**src/logic/pprsc_pkg.sv**
```systemverilog
// Purpose: Shared constants for the power, reset and protection controller
// Assumes: 100 MHz system clock, AHB-Lite register access
// Notes:   Offsets are byte addresses of aligned 32-bit words
package pprsc_pkg;
  localparam int unsigned CLK_PERIOD_NS = 10;
  localparam int unsigned POWERUP_CLEAR_TIME_NS = 1000;
  localparam int unsigned POWERUP_CLEAR_CYC =
    (POWERUP_CLEAR_TIME_NS + CLK_PERIOD_NS - 1) / CLK_PERIOD_NS;
  localparam int unsigned OUT_VALID_NS = 20;
  localparam int unsigned OUT_VALID_CYC = OUT_VALID_NS / CLK_PERIOD_NS;
  localparam int unsigned IN_VALID_NS = 5;
  localparam int unsigned IN_VALID_CYC =
    (IN_VALID_NS / CLK_PERIOD_NS) < 1 ? 1 : IN_VALID_NS / CLK_PERIOD_NS;
  localparam int unsigned NUM_CELLS = 8;

  localparam logic [7:0] ADDR_CONFIG    = 8'h00;
  localparam logic [7:0] ADDR_CELL_MODE = 8'h04;
  localparam logic [7:0] ADDR_PRELOAD   = 8'h08;
  localparam logic [7:0] ADDR_STATUS    = 8'h0C;
  localparam logic [7:0] ADDR_SIG_LO    = 8'h10;
  localparam logic [7:0] ADDR_SIG_HI    = 8'h14;
  localparam logic [7:0] ADDR_VERIFY    = 8'h18;
  localparam logic [7:0] ADDR_FUSE      = 8'h1C;

  localparam int unsigned CFG_ARCH_LSB  = 0;
  localparam int unsigned CFG_SLEEP_EN  = 2;
  localparam logic [31:0] CONFIG_RESET  = 32'h0000_0000;
  localparam logic [15:0] CELL_MODE_RESET = 16'h0000;
  localparam int unsigned ST_HOLD      = 0;
  localparam int unsigned ST_CLEARING  = 1;
  localparam int unsigned ST_FUSE      = 2;
  localparam int unsigned ST_IN_BLOCK  = 3;

  typedef enum logic [1:0] {
    PPRSC_ARCH_REGISTERED = 2'b00,
    PPRSC_ARCH_COMPLEX    = 2'b01,
    PPRSC_ARCH_SIMPLE     = 2'b10
  } pprsc_arch_e;

  typedef enum logic [1:0] {
    PPRSC_CELL_REG_OUT  = 2'b00,
    PPRSC_CELL_COMB_IO  = 2'b01,
    PPRSC_CELL_COMB_OUT = 2'b10,
    PPRSC_CELL_INPUT    = 2'b11
  } pprsc_cell_e;

  typedef enum logic [1:0] {
    PPRSC_ST_CLEAR = 2'b00,
    PPRSC_ST_RUN   = 2'b01,
    PPRSC_ST_HOLD  = 2'b10,
    PPRSC_ST_WAKE  = 2'b11
  } pprsc_state_e;
endpackage

```
**src/logic/pprsc_sync.sv**
```systemverilog
// Purpose: Two-flop synchroniser for pin levels
// Assumes: Inputs are asynchronous to clk
// Notes:   First stage feeds only the second stage
`timescale 1ns/100ps
module pprsc_sync
  import pprsc_pkg::*;
#(
  parameter int unsigned W = 1
) (
  input  wire logic         clk,
  input  wire logic         arst_n,
  input  wire logic [W-1:0] din,
  output logic      [W-1:0] dout
);
  typedef struct packed {
    logic [W-1:0] s1;
    logic [W-1:0] s2;
  } pprsc_sync_s;

  pprsc_sync_s st;
  pprsc_sync_s next_st;

  always_comb begin
    next_st    = st;
    next_st.s1 = din;
    next_st.s2 = st.s1;
  end

  always_ff @(posedge clk or negedge arst_n) begin
    if (!arst_n) begin
      st <= '0;
    end else begin
      st <= next_st;
    end
  end

  assign dout = st.s2;
endmodule // pprsc_sync

```
**src/logic/pprsc_ctrl.sv**
```systemverilog
// Purpose: Power-up clear, sleep hold, preload, protection and macrocell control
// Assumes: AHB-Lite slave, pins sampled through two flops, one clock
// Notes:   Pin clock and output enable are pins sampled like any input
//
// Chosen here: the address map and register access over AHB-Lite.
`timescale 1ns/100ps
// Functional notes
// After power-up every macrocell register clears low so registered pins read high.
// The system keeps the register clock source steady during the power-up clear time.
// After the clear the system meets setup before the first rising register clock.
// With sleep enabled the sleep pin high places the block in its hold state.
// In hold all outputs and internal states are latched and kept; a preload write in hold still changes macro_q.
// An output tri-stated when hold began stays tri-stated throughout hold.
// In hold every input, clock and output-enable pin is ignored except the sleep pin.
// With sleep disabled the sleep pin is an ordinary array input.
// Each input and I/O pin keeps its last seen value when nobody drives it.
// A programmer may force each macrocell register high or low.
// Once the protection fuse is set, verify read-back and preload are refused.
// A 64-bit user signature stays readable regardless of the fuse.
// The programmer sets the protection fuse last since it acts at once.
// Eight macrocells each act as registered out, comb I/O, comb out or input.
// The block runs in exactly one of three architecture modes.
// After sleep falls outputs are valid within 20 ns and inputs within 5 ns; the inputs here release after one 10 ns clock in wake.
// In registered mode cells clock on the common clock pin and enable on the OE pin.
module pprsc_ctrl
  import pprsc_pkg::*;
(
  input  wire logic        clk,
  input  wire logic        arst_n,
  input  wire logic        hsel,
  input  wire logic [31:0] haddr,
  input  wire logic [1:0]  htrans,
  input  wire logic        hwrite,
  input  wire logic [2:0]  hsize,
  input  wire logic [31:0] hwdata,
  input  wire logic        hready,
  output logic      [31:0] hrdata,
  output logic             hreadyout,
  output logic             hresp,
  input  wire logic        reg_clk_pin,
  input  wire logic        oe_n_pin,
  input  wire logic        sleep_hold_pin,
  input  wire logic [7:0]  in_pin,
  input  wire logic [7:0]  io_in,
  input  wire logic [7:0]  cell_d,
  output logic      [7:0]  io_out,
  output logic      [7:0]  io_oe,
  output logic      [8:0]  array_in,
  output logic             sleep_active
);
  typedef struct packed {
    pprsc_state_e state;
    logic [9:0]   cnt;
    logic [7:0]   macro_q;
    logic [7:0]   out_q;
    logic [7:0]   oe_q;
    logic [7:0]   in_keep;
    logic [7:0]   io_keep;
    logic         sleep_in_keep;
    logic         clk_prev;
    logic         in_block;
    logic [1:0]   arch;
    logic         sleep_en;
    logic [15:0]  cell_mode;
    logic [7:0]   comb_oe;
    logic [63:0]  signature;
    logic [31:0]  verify_word;
    logic         fuse;
    logic         ph_valid;
    logic         ph_write;
    logic [7:0]   ph_addr;
    logic [31:0]  rdata;
  } pprsc_ctrl_s;

  pprsc_ctrl_s st;
  pprsc_ctrl_s next_st;
  logic [7:0]  s_in;
  logic [7:0]  s_io;
  logic        s_clk;
  logic        s_oe_n;
  logic        s_sleep;

  pprsc_sync #(
    .W(19)
  ) u_sync (
    .clk    (clk),
    .arst_n (arst_n),
    .din    ({reg_clk_pin, oe_n_pin, sleep_hold_pin, in_pin, io_in}),
    .dout   ({s_clk, s_oe_n, s_sleep, s_in, s_io})
  );

  function automatic pprsc_cell_e cell_of(input logic [15:0] m, input int unsigned i);
    cell_of = pprsc_cell_e'(m[2*i +: 2]);
  endfunction

  function automatic logic [31:0] cfg_word(input pprsc_ctrl_s s);
    cfg_word = 32'h0000_0000;
    cfg_word[CFG_ARCH_LSB +: 2] = s.arch;
    cfg_word[CFG_SLEEP_EN] = s.sleep_en;
  endfunction

  logic asleep;
  assign asleep = st.sleep_en && s_sleep;

  always_comb begin
    next_st = st;
    // Pin keepers: undriven pins read their last value
    if (!st.in_block) begin
      next_st.in_keep = s_in;
      for (int i = 0; i < NUM_CELLS; i++) begin
        if (!st.oe_q[i]) begin
          next_st.io_keep[i] = s_io[i];
        end else begin
          next_st.io_keep[i] = st.out_q[i];
        end
      end
      next_st.clk_prev = s_clk;
    end
    if (!st.sleep_en) begin
      next_st.sleep_in_keep = s_sleep;
    end

    case (st.state)
      PPRSC_ST_CLEAR: begin
        next_st.macro_q  = 8'h00;
        next_st.out_q    = 8'hFF;
        next_st.in_block = 1'b1;
        if (st.cnt >= 10'(POWERUP_CLEAR_CYC - 1)) begin
          next_st.state    = PPRSC_ST_RUN;
          next_st.cnt      = 10'h000;
          next_st.in_block = 1'b0;
        end else begin
          next_st.cnt = st.cnt + 10'h001;
        end
      end
      PPRSC_ST_RUN: begin
        if (asleep) begin
          next_st.state    = PPRSC_ST_HOLD;
          next_st.in_block = 1'b1;
        end else begin
          // Register update on rising edge of the sampled pin clock
          for (int i = 0; i < NUM_CELLS; i++) begin
            case (cell_of(st.cell_mode, i))
              PPRSC_CELL_REG_OUT: begin
                if (st.arch == PPRSC_ARCH_REGISTERED) begin
                  if (s_clk && !st.clk_prev) begin
                    next_st.macro_q[i] = cell_d[i];
                  end
                  next_st.out_q[i] = ~st.macro_q[i];
                  next_st.oe_q[i]  = ~s_oe_n;
                end else begin
                  next_st.out_q[i] = cell_d[i];
                  next_st.oe_q[i]  = 1'b1;
                end
              end
              PPRSC_CELL_COMB_IO: begin
                next_st.out_q[i] = cell_d[i];
                next_st.oe_q[i]  = (st.arch == PPRSC_ARCH_SIMPLE) ? 1'b1 : st.comb_oe[i];
              end
              PPRSC_CELL_COMB_OUT: begin
                next_st.out_q[i] = cell_d[i];
                next_st.oe_q[i]  = 1'b1;
              end
              default: begin
                next_st.oe_q[i] = 1'b0;
              end
            endcase
          end
        end
      end
      PPRSC_ST_HOLD: begin
        // Outputs and enables stay frozen; cell registers change only on a preload write
        if (!asleep) begin
          next_st.state = PPRSC_ST_WAKE;
          next_st.cnt   = 10'h000;
        end
      end
      PPRSC_ST_WAKE: begin
        next_st.cnt = st.cnt + 10'h001;
        if (st.cnt >= 10'(IN_VALID_CYC - 1)) begin
          next_st.in_block = 1'b0;
        end
        if (asleep) begin
          next_st.state    = PPRSC_ST_HOLD;
          next_st.in_block = 1'b1;
        end else if (st.cnt >= 10'(OUT_VALID_CYC - 1)) begin
          next_st.state    = PPRSC_ST_RUN;
          next_st.in_block = 1'b0;
        end
      end
      default: begin
        next_st.state = PPRSC_ST_CLEAR;
      end
    endcase

    // AHB-Lite address phase capture
    next_st.ph_valid = hsel && hready && htrans[1];
    if (hsel && hready) begin
      next_st.ph_write = hwrite;
      next_st.ph_addr  = haddr[7:0];
    end

    // Data phase of a previous write
    if (st.ph_valid && st.ph_write) begin
      if (st.ph_addr == ADDR_CONFIG) begin
        next_st.arch     = (hwdata[1:0] == 2'b11) ? st.arch : hwdata[1:0];
        next_st.sleep_en = hwdata[CFG_SLEEP_EN];
      end else if (st.ph_addr == ADDR_CELL_MODE) begin
        next_st.cell_mode = hwdata[15:0];
        next_st.comb_oe   = hwdata[23:16];
      end else if (st.ph_addr == ADDR_PRELOAD) begin
        if (!st.fuse && st.state != PPRSC_ST_CLEAR) begin
          for (int i = 0; i < NUM_CELLS; i++) begin
            if (hwdata[8+i]) begin
              next_st.macro_q[i] = hwdata[i];
            end
          end
        end
      end else if (st.ph_addr == ADDR_SIG_LO) begin
        next_st.signature[31:0] = hwdata;
      end else if (st.ph_addr == ADDR_SIG_HI) begin
        next_st.signature[63:32] = hwdata;
      end else if (st.ph_addr == ADDR_VERIFY) begin
        if (!st.fuse) begin
          next_st.verify_word = hwdata;
        end
      end else if (st.ph_addr == ADDR_FUSE) begin
        if (hwdata[0]) begin
          next_st.fuse = 1'b1;
        end
      end
    end

    // Read data prepared during the address phase
    next_st.rdata = 32'h0000_0000;
    if (hsel && hready && htrans[1] && !hwrite) begin
      if (haddr[7:0] == ADDR_CONFIG) begin
        next_st.rdata = cfg_word(st);
      end else if (haddr[7:0] == ADDR_CELL_MODE) begin
        next_st.rdata = {8'h00, st.comb_oe, st.cell_mode};
      end else if (haddr[7:0] == ADDR_PRELOAD) begin
        next_st.rdata = st.fuse ? 32'h0000_0000 : {24'h000000, st.macro_q};
      end else if (haddr[7:0] == ADDR_STATUS) begin
        next_st.rdata = {28'h0000000, st.in_block, st.fuse,
                         st.state == PPRSC_ST_CLEAR, st.state == PPRSC_ST_HOLD};
      end else if (haddr[7:0] == ADDR_SIG_LO) begin
        next_st.rdata = st.signature[31:0];
      end else if (haddr[7:0] == ADDR_SIG_HI) begin
        next_st.rdata = st.signature[63:32];
      end else if (haddr[7:0] == ADDR_VERIFY) begin
        next_st.rdata = st.fuse ? 32'h0000_0000 : st.verify_word;
      end else if (haddr[7:0] == ADDR_FUSE) begin
        next_st.rdata = {31'h00000000, st.fuse};
      end
    end
  end

  always_ff @(posedge clk or negedge arst_n) begin
    if (!arst_n) begin
      st             <= '0;
      st.state       <= PPRSC_ST_CLEAR;
      st.out_q       <= 8'hFF;
      st.in_block    <= 1'b1;
      st.arch        <= PPRSC_ARCH_REGISTERED;
      st.cell_mode   <= CELL_MODE_RESET;
      st.sleep_en    <= CONFIG_RESET[CFG_SLEEP_EN];
    end else begin
      st <= next_st;
    end
  end

  // Array inputs come from keepers so held values are seen during hold
  assign array_in     = {st.sleep_en ? 1'b0 : st.sleep_in_keep, st.in_keep};
  assign io_out       = st.out_q;
  assign io_oe        = st.oe_q;
  assign sleep_active = (st.state == PPRSC_ST_HOLD);
  assign hrdata       = st.rdata;
  assign hreadyout    = 1'b1;
  assign hresp        = 1'b0;
endmodule // pprsc_ctrl

```
**config.mk**
```make
export PLATFORM = sky130hd
export DESIGN_NAME = pprsc_ctrl
export DESIGN_NICKNAME = d
export VERILOG_FILES = /design/src/logic/pprsc_pkg.sv /design/src/logic/pprsc_sync.sv /design/src/logic/pprsc_ctrl.sv
export SDC_FILE = /design/constraint.sdc
export NUM_CORES = 1
export LEC_CHECK = 0
export BUFFER_PORTS_ARGS = -buffer_cell sky130_fd_sc_hd__buf_4
export CAP_MARGIN = 20
export CORE_MARGIN = 8
export CORE_UTILIZATION = 58
export DETAILED_ROUTE_END_ITERATION = 16
export PLACE_DENSITY = 0.9
export SYNTH_ARGS = -nofsm -noshare
export SYNTH_HDL_FRONTEND = slang
export SYNTH_SLANG_ARGS = --single-unit
```
**constraint.sdc**
```tcl
create_clock -name clk -period 2.55 [get_ports clk]
set_input_delay 0.255 -clock clk [delete_from_list [all_inputs] [get_ports clk]]
set_output_delay 0.255 -clock clk [all_outputs]
set_load 0.01 [all_outputs]
```
==> summary.txt <==
Critical Path Max Stage Delay - 0.56 ns
Tot GR Track Use - 25.6%
Area growth from synthesis to layout - 17.4%
Inst Count DP - 1256
Final Non-Filler Cells - 1328
Worst path required time - 2.94 ns
RSZ-0062 raised after global routing - false
Clock latency on the worst-skew pair - 0.53 ns
CTS Buf Count - 24
CTS tree - yes
WL/cell - 24.0 um
Synthesized area - 11400 um2
Die W - 156 um
Max rail drop VDD - 0.436 mV
Post-Syn Instances - 951
CP Cell Sequence - or4_4 -> or3b_4 -> nor4_4 -> buf_12 -> mux2_2
Hold Path End - st[98]
Placement Setup Slack - 0.272 ns
Initial antenna violation count - 1
Initial Utilization - 58.8%
Top-Level Pins - 161
Skew final - 0.0335 ns
Worst setup SP type - flip-flop
Via density - 6.61
Slowest CP cell - or4_4
Critical Path End Type - flip-flop
GPL Wtd Cong - 0.920
Yosys reg bits - 235
Crit path max fanout - 25
Detailed Route WL - 31800 um
Die height - 156 um
Post-CTS Hold Fix Bufs - 28
Core Area - 19300 um2
Cell variety after synth - 68
Setup Crit Path Kind - flip-flop to flip-flop
Worst slew pin tran - 0.753 ns
Worst hold start - hwdata[23]
Syn Area/Cell - 12.0 um2
Largest net degree at the start of global routing - 86
Post-route DRC violation count - 0
Max Fclk - 0.428 GHz
Max_cap viols - 0
Vias in the first global route - 8882
# clock sinks - 235
1st-iter DRT viols - 1203
Final critical delay including setup and external delays - 2.34 ns
Hold Crit Depth - 2
Power Dens Cells - 594 nW/um2
First-pass GRT wire length - 49300 um
Seq/Total Area, Yosys - 51.8%
Final WS setup - 0.213 ns
EDFF count, synth - 0
Data arrival, critical path - 2.73 ns
Final Max Slew Viols - 0
Clock edge transition at the registers on the reported setup and hold paths - 0.07 ns
Worst R2R Start - st[37]
Post-synth ARST share - 100%
Cell Area, Placed - 12300 um2
CTS root buf - clkbuf_16
Final setup fails - 0
Die Area - 24400 um2
Setup Fix Bufs, Post-CTS - 0
Final hold vios - 0
Lkg Pwr - 5.98 nW
First-pass DRT Iterations - 6
Relative slew margins - 49.7%
Fin area - 13400 um2
Setup TNS - 0 ns
Gr ovfl total - 0
Max clock buf depth - 3
H-tree depth - 1
FF-to-FF setup slack - 0.21 ns
Capturing point of the worst reg2reg path - st[54]
Final Cycle Share - 91.6%
Family with the most delay on the worst path - simple AND/OR/NAND/NOR gates
Share of layout cells above drive strength 1 - 34.4%
Ys Warns - 0
Post-DRT Antenna Nets - 0
Cell count of the worst reg-to-reg path - 5
Resize count post-CTS - 0
Worst Hold Class - input pin to flip-flop
Worst hold slack - 0.00360 ns
HPWL after DPL - 20400 um
Row cnt - 51
Nets - 1181
CP Buf/Inv Count - 1
Syn Nets - 1087
Status - finished, final reports clean
Primary FF master, synth - dfrtp_1
Via count - 8783
Input/output buffers - 122
[power breakdown]
part / switching (W) / internal, W / leakage [nW] / total, W
logic: 0.000301 / 0.000239 / 2.60 / 0.000540
clock network: 0.00146 / 0.00201 / 0.376 / 0.00347
registers: 0.0000855 / 0.00384 / 3.00 / 0.00393
total: 0.00185 / 0.00609 / 5.98 / 0.00794
[per-stage QoR]
| stage | util (%) | total power [W] |
|---|---|---|
| floorplan | - | 0.00417 |
| global placement | 63.7 | 0.00444 |
| detailed placement | 63.7 | 0.00447 |
| CTS | 69.1 | 0.00794 |
| global route | 69.1 | 0.00817 |
| finish | 69.1 | 0.00794 |
[worst max-delay path by stage]
stage | startpoint | end | cells past startpoint
2_1_floorplan | st[37] | st[45] | 5
3_3_place_gp | st[37] | st[52] | 5
3_5_place_dp | st[37] | st[53] | 5
4_1_cts | st[37] | st[52] | 5
5_1_grt | st[37] | st[54] | 5
6_report | st[37] | st[54] | 5
[final cells by class]
type | count | area (um2)
well taps | 265 | 332
multi-input cells | 572 | 4730
flip-flops and latches | 235 | 5890
clock buffers | 35 | 662
repair buffers | 184 | 1530
diodes | 1 | 2.50
inverters | 28 | 105
fillers | 1245 | 5980
clock inverters | 8 | 105
[logic make-up after synthesis]
group	share of synthesized area, %
XOR/XNOR	0.308
multiplexers	14.6
AO/OA/AOI/OAI	13.1
AND/OR/NAND/NOR	9.38
other	0.0660
buffers and inverters	6.91
adder cells (fa/ha/maj)	3.85
flip-flops	51.8
[cell usage after synthesis, types with 12 or more instances]
cell type | n | area share, %
buf_4 | 58 | 3.8
a32o_1 | 28 | 2.5
nand2_1 | 45 | 1.5
o31ai_1 | 21 | 1.4
ha_1 | 35 | 3.8
dfrtp_1 | 226 | 50
a21oi_1 | 12 | 0.53
inv_1 | 28 | 0.92
and3_1 | 19 | 1.0
mux2_2 | 147 | 15
nor2_1 | 41 | 1.4
nand3_1 | 26 | 1.1
a222oi_1 | 14 | 1.2
o21ai_0 | 20 | 0.88
clkbuf_1 | 43 | 1.4
[per-layer routing]
layer,routed length [um],global-route usage (%),vias up
met5,0,0,-
met4,1930,14.1,0
met3,3180,5.62,159
met2,15300,41.9,590
met1,11500,31.1,4387
li1,-,-,3647
[placed cells by master (no fill, tap or decap), types with 8 or more instances in the layout]
master | Yosys | routed
a32o_1 | 28 | 28
nand3_1 | 26 | 26
nand2_1 | 45 | 45
nor3_1 | 8 | 8
a211oi_1 | 10 | 10
clkbuf_16 | 0 | 24
o21a_1 | 8 | 8
nor2_1 | 41 | 40
ha_1 | 35 | 35
inv_1 | 28 | 28
buf_4 | 58 | 149
and3_1 | 19 | 19
clkbuf_1 | 43 | 9
dfstp_2 | 9 | 9
a31oi_1 | 9 | 9
a22oi_1 | 10 | 10
a222oi_1 | 14 | 14
a221o_1 | 11 | 11
o21ai_0 | 20 | 20
mux2_2 | 147 | 147
a21oi_1 | 12 | 12
o31ai_1 | 21 | 21
dfrtp_1 | 226 | 226
dlygate4sd3_1 | 0 | 28
[state kept, by name, indices dropped and copies added (netlist names)]
name            flops
array_in            8
io_out              8
u_sync.dout        11
u_sync.next_st     11
io_oe               8
hrdata             32
st                157
[worst register-to-register path, delay by kind of cell, from the launching register on]
family | cells | cell delay [ns]
buf+inv | 1 | 0.24
mux | 1 | 0.37
flops | 1 | 0.38
simple gates | 3 | 1.20
No activity file was read; power rests on OpenSTA's default activity.
